[config.mk]
export PLATFORM = sky130hd
export DESIGN_NAME = pmc_core
export DESIGN_NICKNAME = d
export VERILOG_FILES = /design/src/pkg/pmc_pkg.sv /design/src/rtl/pmc_core.sv
export SDC_FILE = /design/constraint.sdc
export NUM_CORES = 1
export LEC_CHECK = 0
export BUFFER_PORTS_ARGS = -buffer_cell sky130_fd_sc_hd__buf_4
export CORE_ASPECT_RATIO = 1.1
export CORE_MARGIN = 10
export CORE_UTILIZATION = 45
export DETAILED_ROUTE_END_ITERATION = 7
export GPL_TIMING_DRIVEN = 1
export PLACE_DENSITY_LB_ADDON = 0.08
export SLEW_MARGIN = 20
export SYNTH_ARGS = -nofsm -noshare
export SYNTH_HDL_FRONTEND = slang
export SYNTH_SLANG_ARGS = --single-unit
[constraint.sdc]
create_clock -name mclk -period 2.78 [get_ports mclk]
set_input_delay 0.556 -clock mclk [delete_from_list [all_inputs] [get_ports mclk]]
set_output_delay 0.556 -clock mclk [all_outputs]
set_load 0.01 [all_outputs]
[src/pkg/pmc_pkg.sv]
// package for the power mode controller: modes, timing, carriers
// assumes a single 200 MHz clock domain; no bus, plain ports
package pmc_pkg;

    // ------------------------------------------------------------
    // timing
    // ------------------------------------------------------------
    localparam int CLK_MHZ = 200;
    localparam int IDLE_WAKE_US = 14;
    localparam int STBY_WAKE_US = 151;
    localparam int SHDN_WAKE_US = 1015;
    localparam int IDLE_WAKE_CYC = IDLE_WAKE_US * CLK_MHZ;
    localparam int STBY_WAKE_CYC = STBY_WAKE_US * CLK_MHZ;
    localparam int SHDN_WAKE_CYC = SHDN_WAKE_US * CLK_MHZ;
    // share of the standby wake spent restarting the fast clock
    localparam int HF_START_CYC = 8;
    // brownout sampling period while in standby
    localparam int BOD_DUTY_CYC = 256;
    localparam int CNT_W = 18;
    localparam int NUM_IO = 8;

    // ------------------------------------------------------------
    // reset cause encoding
    // ------------------------------------------------------------
    localparam logic [1:0] CAUSE_POR = 2'h0;
    localparam logic [1:0] CAUSE_PIN = 2'h1;
    localparam logic [1:0] CAUSE_WAKE = 2'h2;

    // ------------------------------------------------------------
    // modes and requests
    // ------------------------------------------------------------
    typedef enum logic [2:0] {
        PMC_ACTIVE = 3'h0,
        PMC_IDLE = 3'h1,
        PMC_STBY = 3'h2,
        PMC_SHDN = 3'h3,
        PMC_HELD = 3'h4,
        PMC_WAKE = 3'h5,
        PMC_ENTER = 3'h6
    } pmc_mode_t;

    typedef enum logic [1:0] {
        REQ_NONE = 2'h0,
        REQ_IDLE = 2'h1,
        REQ_STBY = 2'h2,
        REQ_SHDN = 2'h3
    } pmc_req_t;

    typedef struct packed {
        logic cpu_clk_en;
        logic mem_clk_en;
        logic periph_clk_en;
        logic hf_clk_en;
        logic aon_pwr_en;
        logic main_pwr_en;
        logic io_latch;
    } pmc_gate_t;

    typedef struct packed {
        logic hf_sel_internal;
        logic lf_crystal_fitted;
        logic lf_to_pin;
    } pmc_clkcfg_t;

endpackage

[src/rtl/pmc_core.sv]
// power mode controller: mode sequencing, gating, wake and reset cause
// assumes inputs synchronous to mclk; wake pins already debounced
//
// What this block does
// - active: cpu runs, enabled peripherals clocked
// - idle: gate cpu and memory, interrupt wakes
// - wake delays 14, 151, 1015 us
// - standby: only always-on, rtc or pin wakes
// - standby wake resumes cpu, retention kept
// - standby holds io pins latched
// - shutdown powers all off, io latched
// - shutdown pin level change wakes as reset
// - reset cause readable: wake, pin, por
// - shutdown keeps only io latch and por monitor
// - wake sources allowed per mode
// - brownout continuous, duty cycled, off; por on except while reset pin held
// - fast clock is doubled crystal reference
// - internal fast osc selectable for cpu
// - slow internal osc when no crystal
// - slow clock routable to a pin
// - rtc wakes from any powered state
// - each io wakes on chosen edge
module pmc_core (
    input wire logic mclk,
    input wire logic rst_n,
    input wire logic clk_en,
    input wire pmc_pkg::pmc_req_t sw_req,
    input wire logic irq_event,
    input wire logic rtc_event,
    input wire logic reset_pin_n,
    input wire logic [pmc_pkg::NUM_IO-1:0] io_in,
    input wire logic [pmc_pkg::NUM_IO-1:0] io_out_cpu,
    input wire logic [pmc_pkg::NUM_IO-1:0] io_wake_en,
    input wire logic [pmc_pkg::NUM_IO-1:0] io_wake_rise,
    input wire logic [pmc_pkg::NUM_IO-1:0] io_shdn_wake_en,
    input wire pmc_pkg::pmc_clkcfg_t clk_cfg,
    input wire logic fast_crystal_osc,
    input wire logic fast_internal_osc,
    input wire logic slow_crystal_osc,
    input wire logic slow_internal_osc,
    output pmc_pkg::pmc_mode_t mode,
    output pmc_pkg::pmc_gate_t gates,
    output logic [pmc_pkg::NUM_IO-1:0] io_out,
    output logic [1:0] reset_cause,
    output logic cpu_resume,
    output logic sys_reset,
    output logic brownout_monitor_en,
    output logic por_monitor_en,
    output logic fast_crystal_doubler_en,
    output logic fast_clk,
    output logic slow_clk,
    output logic slow_internal_osc_en,
    output logic lf_pin_out
);

    // ------------------------------------------------------------
    // state
    // ------------------------------------------------------------
    pmc_pkg::pmc_mode_t mode_q, mode_d;
    pmc_pkg::pmc_mode_t from_q, from_d;
    logic [pmc_pkg::CNT_W-1:0] cnt_q, cnt_d;
    logic [pmc_pkg::NUM_IO-1:0] io_prev_q, io_prev_d;
    logic [pmc_pkg::NUM_IO-1:0] io_lat_q, io_lat_d;
    logic [1:0] cause_q, cause_d;
    logic [7:0] bod_q, bod_d;
    logic resume_q, resume_d;
    logic pin_edge, pin_change, pin_wake, rtc_wake, shdn_wake;
    logic [pmc_pkg::CNT_W-1:0] wake_len;
    logic [pmc_pkg::CNT_W-1:0] wake_age_q, wake_age_d;

    localparam logic [pmc_pkg::CNT_W-1:0] IDLE_N =
        pmc_pkg::CNT_W'(pmc_pkg::IDLE_WAKE_CYC);
    localparam logic [pmc_pkg::CNT_W-1:0] STBY_N =
        pmc_pkg::CNT_W'(pmc_pkg::STBY_WAKE_CYC);
    localparam logic [pmc_pkg::CNT_W-1:0] SHDN_N =
        pmc_pkg::CNT_W'(pmc_pkg::SHDN_WAKE_CYC);
    localparam logic [pmc_pkg::CNT_W-1:0] HF_N =
        pmc_pkg::CNT_W'(pmc_pkg::HF_START_CYC);

    // ------------------------------------------------------------
    // wake detection
    // ------------------------------------------------------------
    // edge wake honours the configured polarity per pin
    assign pin_edge = |(io_wake_en & ((io_wake_rise & io_in & ~io_prev_q)
        | (~io_wake_rise & ~io_in & io_prev_q)));
    // shutdown wake is any level change, either direction
    assign pin_change = |(io_shdn_wake_en & (io_in ^ io_prev_q));
    assign pin_wake = pin_edge &&
        (mode_q inside {pmc_pkg::PMC_ACTIVE, pmc_pkg::PMC_IDLE,
                        pmc_pkg::PMC_STBY});
    assign shdn_wake = pin_change && mode_q == pmc_pkg::PMC_SHDN;
    assign rtc_wake = rtc_event && (mode_q inside {pmc_pkg::PMC_ACTIVE,
        pmc_pkg::PMC_IDLE, pmc_pkg::PMC_STBY});

    always_comb
    begin
        case (from_q)
            pmc_pkg::PMC_IDLE: wake_len = IDLE_N;
            pmc_pkg::PMC_STBY: wake_len = STBY_N;
            default: wake_len = SHDN_N;
        endcase
    end

    // ------------------------------------------------------------
    // mode sequencer
    // ------------------------------------------------------------
    always_comb
    begin
        mode_d = mode_q;
        from_d = from_q;
        cnt_d = cnt_q;
        cause_d = cause_q;
        resume_d = 1'b0;
        io_prev_d = io_in;
        io_lat_d = io_lat_q;
        if (!reset_pin_n)
        begin
            // reset pin overrides every mode
            mode_d = pmc_pkg::PMC_HELD;
            from_d = pmc_pkg::PMC_HELD;
            cause_d = pmc_pkg::CAUSE_PIN;
            cnt_d = '0;
        end
        else
        begin
            case (mode_q)
                pmc_pkg::PMC_ACTIVE:
                begin
                    // latch pin state continuously until entry
                    io_lat_d = io_out_cpu;
                    if (sw_req == pmc_pkg::REQ_IDLE)
                    begin
                        mode_d = pmc_pkg::PMC_IDLE;
                    end
                    else if (sw_req == pmc_pkg::REQ_STBY ||
                             sw_req == pmc_pkg::REQ_SHDN)
                    begin
                        // cpu halts first, fast clock goes after
                        mode_d = pmc_pkg::PMC_ENTER;
                        from_d = (sw_req == pmc_pkg::REQ_STBY) ?
                            pmc_pkg::PMC_STBY : pmc_pkg::PMC_SHDN;
                    end
                end
                pmc_pkg::PMC_ENTER:
                begin
                    mode_d = from_q;
                end
                pmc_pkg::PMC_IDLE:
                begin
                    if (irq_event || rtc_wake || pin_wake)
                    begin
                        mode_d = pmc_pkg::PMC_WAKE;
                        from_d = pmc_pkg::PMC_IDLE;
                        cnt_d = '0;
                    end
                end
                pmc_pkg::PMC_STBY:
                begin
                    if (rtc_wake || pin_wake)
                    begin
                        mode_d = pmc_pkg::PMC_WAKE;
                        from_d = pmc_pkg::PMC_STBY;
                        cnt_d = '0;
                    end
                end
                pmc_pkg::PMC_SHDN:
                begin
                    if (shdn_wake)
                    begin
                        mode_d = pmc_pkg::PMC_WAKE;
                        from_d = pmc_pkg::PMC_SHDN;
                        cause_d = pmc_pkg::CAUSE_WAKE;
                        cnt_d = '0;
                    end
                end
                pmc_pkg::PMC_HELD:
                begin
                    mode_d = pmc_pkg::PMC_WAKE;
                    cnt_d = '0;
                end
                pmc_pkg::PMC_WAKE:
                begin
                    cnt_d = cnt_q + 1'b1;
                    if (cnt_q == wake_len - 1'b1)
                    begin
                        mode_d = pmc_pkg::PMC_ACTIVE;
                        // only standby returns to saved context
                        resume_d = (from_q == pmc_pkg::PMC_STBY);
                    end
                end
                default:
                begin
                    mode_d = pmc_pkg::PMC_ACTIVE;
                end
            endcase
        end
    end

    // brownout sample strobe in standby; wake age only feeds the checks
    always_comb
    begin
        bod_d = (mode_q == pmc_pkg::PMC_STBY) ? bod_q + 8'h01 : 8'h00;
        wake_age_d = (mode_q == pmc_pkg::PMC_WAKE) ? wake_age_q + 1'b1 : '0;
    end

    always_ff @(posedge mclk or negedge rst_n)
    begin
        if (!rst_n)
        begin
            mode_q <= pmc_pkg::PMC_WAKE;
            from_q <= pmc_pkg::PMC_HELD;
            cnt_q <= '0;
            cause_q <= pmc_pkg::CAUSE_POR;
            resume_q <= 1'b0;
            io_prev_q <= '0;
            io_lat_q <= '0;
            bod_q <= 8'h00;
            wake_age_q <= '0;
        end
        else if (clk_en)
        begin
            mode_q <= mode_d;
            from_q <= from_d;
            cnt_q <= cnt_d;
            cause_q <= cause_d;
            resume_q <= resume_d;
            io_prev_q <= io_prev_d;
            io_lat_q <= io_lat_d;
            bod_q <= bod_d;
            wake_age_q <= wake_age_d;
        end
    end

    // ------------------------------------------------------------
    // gating and outputs
    // ------------------------------------------------------------
    logic in_wake_hf;
    assign in_wake_hf = mode_q == pmc_pkg::PMC_WAKE && cnt_q >= HF_N;

    always_comb
    begin
        gates = '0;
        case (mode_q)
            pmc_pkg::PMC_ACTIVE:
            begin
                gates = '1;
                gates.io_latch = 1'b0;
            end
            pmc_pkg::PMC_IDLE:
            begin
                gates = '1;
                gates.cpu_clk_en = 1'b0;
                gates.mem_clk_en = 1'b0;
                gates.io_latch = 1'b0;
            end
            pmc_pkg::PMC_ENTER:
            begin
                // cpu stopped while fast clock still runs
                gates.hf_clk_en = 1'b1;
                gates.aon_pwr_en = 1'b1;
                gates.main_pwr_en = 1'b1;
                gates.io_latch = 1'b1;
            end
            pmc_pkg::PMC_STBY:
            begin
                gates.aon_pwr_en = 1'b1;
                gates.io_latch = 1'b1;
            end
            pmc_pkg::PMC_SHDN:
            begin
                gates.io_latch = 1'b1;
            end
            pmc_pkg::PMC_WAKE:
            begin
                gates.aon_pwr_en = 1'b1;
                gates.main_pwr_en = 1'b1;
                gates.hf_clk_en = in_wake_hf;
                gates.io_latch = from_q == pmc_pkg::PMC_STBY ||
                    from_q == pmc_pkg::PMC_SHDN;
            end
            default:
            begin
                gates = '0;
            end
        endcase
    end

    assign mode = mode_q;
    assign io_out = gates.io_latch ? io_lat_q : io_out_cpu;
    assign reset_cause = cause_q;
    assign cpu_resume = resume_q;
    // shutdown and held wakes restart from reset; registers lost
    assign sys_reset = mode_q == pmc_pkg::PMC_HELD ||
        mode_q == pmc_pkg::PMC_SHDN ||
        (mode_q == pmc_pkg::PMC_WAKE &&
         from_q inside {pmc_pkg::PMC_SHDN, pmc_pkg::PMC_HELD});
    assign brownout_monitor_en = mode_q inside {pmc_pkg::PMC_ACTIVE,
        pmc_pkg::PMC_IDLE, pmc_pkg::PMC_ENTER, pmc_pkg::PMC_WAKE} ||
        (mode_q == pmc_pkg::PMC_STBY && bod_q == 8'h00);
    assign por_monitor_en = mode_q != pmc_pkg::PMC_HELD;
    assign fast_crystal_doubler_en = gates.hf_clk_en;
    // clock muxes are behavioural; a glitch-free cell replaces them
    assign fast_clk = gates.hf_clk_en & (clk_cfg.hf_sel_internal ?
        fast_internal_osc : fast_crystal_osc);
    assign slow_internal_osc_en = !clk_cfg.lf_crystal_fitted &&
        gates.aon_pwr_en;
    assign slow_clk = gates.aon_pwr_en & (clk_cfg.lf_crystal_fitted ?
        slow_crystal_osc : slow_internal_osc);
    assign lf_pin_out = clk_cfg.lf_to_pin & slow_clk;
endmodule

* Word level (Yosys, flattened, before mapping)
Index checks and enable logic that the tools add are counted.
** Operators by class
- $add $sub $neg :: 3
- Magnitude comparators :: 1
- Eq/ne operators :: 26
- Muxes and demuxes :: 37
- Bitwise operators :: 14
- Reductions and logical operators :: 32
** Operators with widths (count)
- 18-bit one-hot mux with 5 select lines :: 1
- 18-bit two-way mux :: 4
- 8-bit bitwise AND :: 6
- 3-bit two-way mux :: 13
- 18-bit one-hot mux with 2 select lines :: 1
- 8-bit NOT :: 3
- 3-bit != test, second input constant :: 7
- 3-bit one-hot mux with 7 select lines :: 1
- 18-bit by 1-bit adder with 18-bit output, second input constant :: 1
- 18-bit == test :: 1
- 18-bit by 4-bit >= comparator with 1-bit output, second input constant :: 1
- 18-bit by 1-bit subtractor with 18-bit output, second input constant :: 1
- 8-bit two-way mux :: 2
- 8-bit OR reduction :: 2
- 3-bit by 2-bit == test with 1-bit output, second input constant :: 4
- 3-bit == test, second input constant :: 4
- 3-bit one-hot mux with 4 select lines :: 1
- 8-bit by 1-bit adder with 8-bit output, second input constant :: 1
- 8-bit zero test :: 1
- 1-bit logical OR :: 8
- 1-bit two-way mux :: 8
- 8-bit OR :: 1
- 8-bit bitwise XOR :: 1
- 1-bit logical AND :: 7
- 23 further kinds :: 33
** Word-level totals
- Bits in registers :: 51
- Input bits :: 55
- Output and inout bits :: 29
- Word-level logic and storage cells :: 121

* Logic depth before layout (Yosys ltp)
- Depth after elaboration :: 11
- Mapped depth :: 10
- Mapped depth without buffers :: 7

* Worst setup path before layout
No wires, ideal clock.
- Path type :: register to output
- From :: register mode_q[2] (netlist: mode[2])
- To :: output io_out[0] (netlist bit)
- Data arrival time :: 1.898 ns
- Required time :: 2.224 ns
- Slack :: 0.326 ns
- Cell stages (with the launch flop) :: 5
- Path buffers :: 1
- Path through :: dfstp_2 clkbuf_1 nand2_1 a21oi_1 mux2_2
** On the way
- Word-level cells in the longest chain between the ends :: 4
- Elaborated cells between the ends (all ways) :: 7
- Classes of those cells :: eq/ne: 4; mux: 2; reduce/logical: 1
** Ends and longest elaborated chain
- start, declared :: RTL line pmc_core.sv:59 : pmc_pkg::pmc_mode_t mode_q, mode_d;
- start signal, assigned :: RTL line pmc_core.sv:210 : mode_q <= pmc_pkg::PMC_WAKE;
- start signal, assigned :: RTL line pmc_core.sv:222 : mode_q <= mode_d;
- 3-bit by 2-bit == test with 1-bit output / 3-bit == test (equally long branches) :: RTL line pmc_core.sv:243 : case (mode_q)
- 3-bit OR reduction (no source line)
- 1-bit one-hot mux with 2 select lines (*) :: RTL line pmc_core.sv:243
- 8-bit two-way mux (*) :: RTL line pmc_core.sv:289 : assign io_out = gates.io_latch ? io_lat_q : io_out_cpu;
- end, declared :: RTL line pmc_core.sv:43 : output logic [pmc_pkg::NUM_IO-1:0] io_out,
Mark *: on every way between the ends. The rest lies on a longest branch, timed or not.

* Worst setup path after layout
- From :: register mode_q[0] (netlist: mode[0])
- To :: output io_out[1] (netlist bit)
The elaborated chain is that of the path after synthesis.

==> metrics.yaml <==
slowest_stage: "dfstp_2"
row_count: 33
r2r-end: "cnt_q[11]"
worstReg2RegStart: "mode[0]"
yosysSeqAreaShare_pct: 37.49
grt_overflow: 0
die_x_um: 103.1
p_switching_mw: 0.9792
ys_types: 60
internal_power_mw: 1.609
grt_setup_unrepaired: "false"
clockBufferDepth: 2
ioPinCount: 84
clkLatencyLatePin_ns: 0.32
worst_slack_ns: 0.1710
synth-warning-count: 0
cts_max_level: 2
relSlewSlack_pct: 55.69
syn2layout_area_growth_pct: 24.33
worst-path-buf-inv: 3
antenna_left: 0
ys_seq_elements: 51
synth_flop_cell: "dfrtp_1"
rr_worst_depth: 6
timing.fmax_ghz: 0.3833
grt_max_degree: 52
power_mw: 2.589
synth_xor_area_share_pct: 2.822
slew_violations: 0
preCtsSetupSlack_ns: 0.2480
cts_buffers: 5
pwr-share-comb_pct: 44.6
synth_top_family_by_area: "simple AND/OR/NAND/NOR gates"
dr.pass1.iters: 4
synth_edf_count: 0
cp-start-kind: "register"
wl_um: 9631
synth-compound-area-share_pct: 20.70
fin_crit_ns: 2.609
syn-num-nets: 422
power.density_nw_per_um2: 609.8
crit_path_cell_trace: "buf_4, nand2_1, a21oi_1, buf_4, mux2_2, buf_4"
async_flop_share_pct: 100.0
swShare_pct: 37.83
synthCells: 363
hold_viol: 0
p_leak_nw: 1.974
worst_pin_slew_ns: 0.6647
start_util_pct: 45.94
fin_tns_setup_ns: 0
ir_worst_vdd_mv: 0.2902
grt_pass1_wl_um: 16170
nFillCells: 678
cts-root-buf: "clkbuf_8"
antenna_found_initial: 0
drc: 0
worst_ep_required_time_ns: 2.22
clk_pin_slew_ns: 0.11
place_hpwl_um: 7248
dr.first_iter.drc_count: 141
syn_area_um2: 3415
critPathArrivalTime_ns: 2.05
viasPerCell: 5.861
route.vias.total: 3130
cts_sinks: 51
n_antenna_cell: 0
skew_ns: 0.01015
crit_path_frequent_cell: "buf_4"
track_usage_pct: 17.06
slowest_delay_ns: 0.65
setup-violations-final: 0
end_kind: "output pin"
place.gp.congestion: 0.8800
post_drt_wl_per_cell_um: 18.04
fin_util_pct: 57.12
clockPowerShare_pct: 18.2
critPathKind: "reg -> out"
io_buffers: 83
coreArea_um2: 7432
dieArea_um2: 11480
worst_hold_slack_ns: 0.2502
cpLargestDelayFamily: "flip-flops"
synth_area_per_cell_um2: 9.406
worst-path-max-fanout: 9
cts_tree: "yes"
synth.mux.area_fraction_pct: 10.70
rrSetupSlack_ns: 0.35
outcome: "complete, no violations"
drive_gt1_share_pct: 33.11
pwr-share-seq_pct: 37.2
maxCapViolCount: 0
synth_fa_ha_area_share_pct: 1.466
grt_pass1_vias: 3262
fin_nets: 505
hold_class: "in -> async"
synthSimpleGateAreaFrac_pct: 21.51
finalCritPeriodShare_pct: 93.85
chipHeight_um: 111.4
-- worst register-to-register path, cell delays in order (launching register included) --
cell,delay [ns]
dfstp_2,0.65
clkinvlp_4,0.22
a21oi_1,0.21
nor3_1,0.07
and3_4,0.25
or3_4,0.53
o41ai_1,0.39
-- cell families (layout without fill, tap and decap cells) --
group	Yosys count	in the layout
adders and majority gates	4	4
xor gates and xnor gates	11	11
AOI/OAI and AO/OA	93	93
buffers and inverters	40	124
muxes	33	33
and+or+nand+nor	131	131
DFF	51	51
-- power groups by stage --
stage          clock network (mW)  registers [mW]  logic, mW
5_1_grt                     0.516           0.982       1.27
4_1_cts                     0.483           0.966       1.12
2_1_floorplan                   0           0.939      0.673
6_report                    0.471           0.962       1.16
3_3_place_gp                    0           0.969       1.11
3_5_place_dp                    0           0.980       1.12
-- synthesized netlist by cell type, types with 9 or more instances --
cell type | instances | area [µm²]
nor2_1 | 16 | 60.06
dfrtp_1 | 48 | 1201
inv_1 | 17 | 63.81
o21ai_0 | 18 | 90.09
o41ai_1 | 13 | 113.9
nand3_1 | 23 | 115.1
xor2_1 | 9 | 78.83
a21oi_1 | 9 | 45.04
a21o_1 | 9 | 67.56
mux2_2 | 26 | 292.8
nand2_1 | 27 | 101.4
clkbuf_1 | 14 | 52.55
-- timing repair --
item                                   4_1_cts  5_1_grt
endpoints found under the hold margin        0        0
gates resized for setup                      0        2
setup endpoints to repair                    0        3
setup buffers                                0        4
hold buffers                                 0        0
-- how the worst max path moves through the flow --
stage	start	endpoint	slack (ns)	cells past startpoint
after detailed placement	mode[0]	cnt_q[11]	0.25	6
final	mode[0]	io_out[1]	0.17	6
after global placement	mode[0]	cnt_q[8]	0.35	6
after floorplan	mode[2]	io_out[0]	0.33	4
after CTS	mode[0]	fast_clk	0.07	5
after global routing	mode[0]	lf_pin_out	0.03	8
-- per-layer routing --
metal	global-route usage [%]	wire (µm)
met5	0	0
met4	5.757	153
met3	2.783	413
met2	29.88	5182
met1	20.31	3881
-- placed cells by master, fill, tap and decap left out, types with 4 or more instances in the layout --
| master | n |
|---|---|
| mux2_2 | 26 |
| xor2_1 | 9 |
| nand2_1 | 27 |
| and3b_1 | 4 |
| inv_1 | 17 |
| a21o_1 | 9 |
| nor3b_1 | 8 |
| a31oi_1 | 4 |
| nand2b_1 | 5 |
| nor3_1 | 8 |
| nand4_1 | 5 |
| o22ai_1 | 7 |
| nor2_1 | 16 |
| clkbuf_8 | 5 |
| and3_1 | 6 |
| nor4_1 | 5 |
| ha_1 | 4 |
| o41ai_1 | 13 |
| nand3_1 | 23 |
| a21oi_1 | 9 |
| o31ai_1 | 5 |
| mux2i_1 | 5 |
| and2_1 | 5 |
| dfrtp_1 | 48 |
| o21ai_0 | 17 |
| a22oi_1 | 5 |
| or3_1 | 6 |
| buf_4 | 98 |
| o41ai_2 | 5 |
-- area by class of cell --
type | instances | area (µm²) | area share, %
Inverter | 18 | 71.32 | 1.680
Timing Repair Buffer | 98 | 735.7 | 17.33
Clock buffer | 5 | 68.82 | 1.621
Clock inverter | 3 | 27.53 | 0.6484
Sequential cell | 51 | 1280 | 30.15
Multi-Input combinational cell | 272 | 1953 | 46.01
Tap cell | 87 | 108.9 | 2.564
-- flip-flops by register name, indices dropped and copies added (netlist names) --
register and cells:
cnt_q 18, io_lat_q 8, reset_cause 2, cpu_resume 1, mode 3, from_q 3, io_prev_q 8, bod_q 8
-- per-stage QoR --
stage,instance area (µm²),instances
finish,4245,534
global route,4245,534
CTS,4212,530
detailed placement,4115,522
global placement,4115,522
floorplan,3415,363
(Power assumes the default switching activity.)
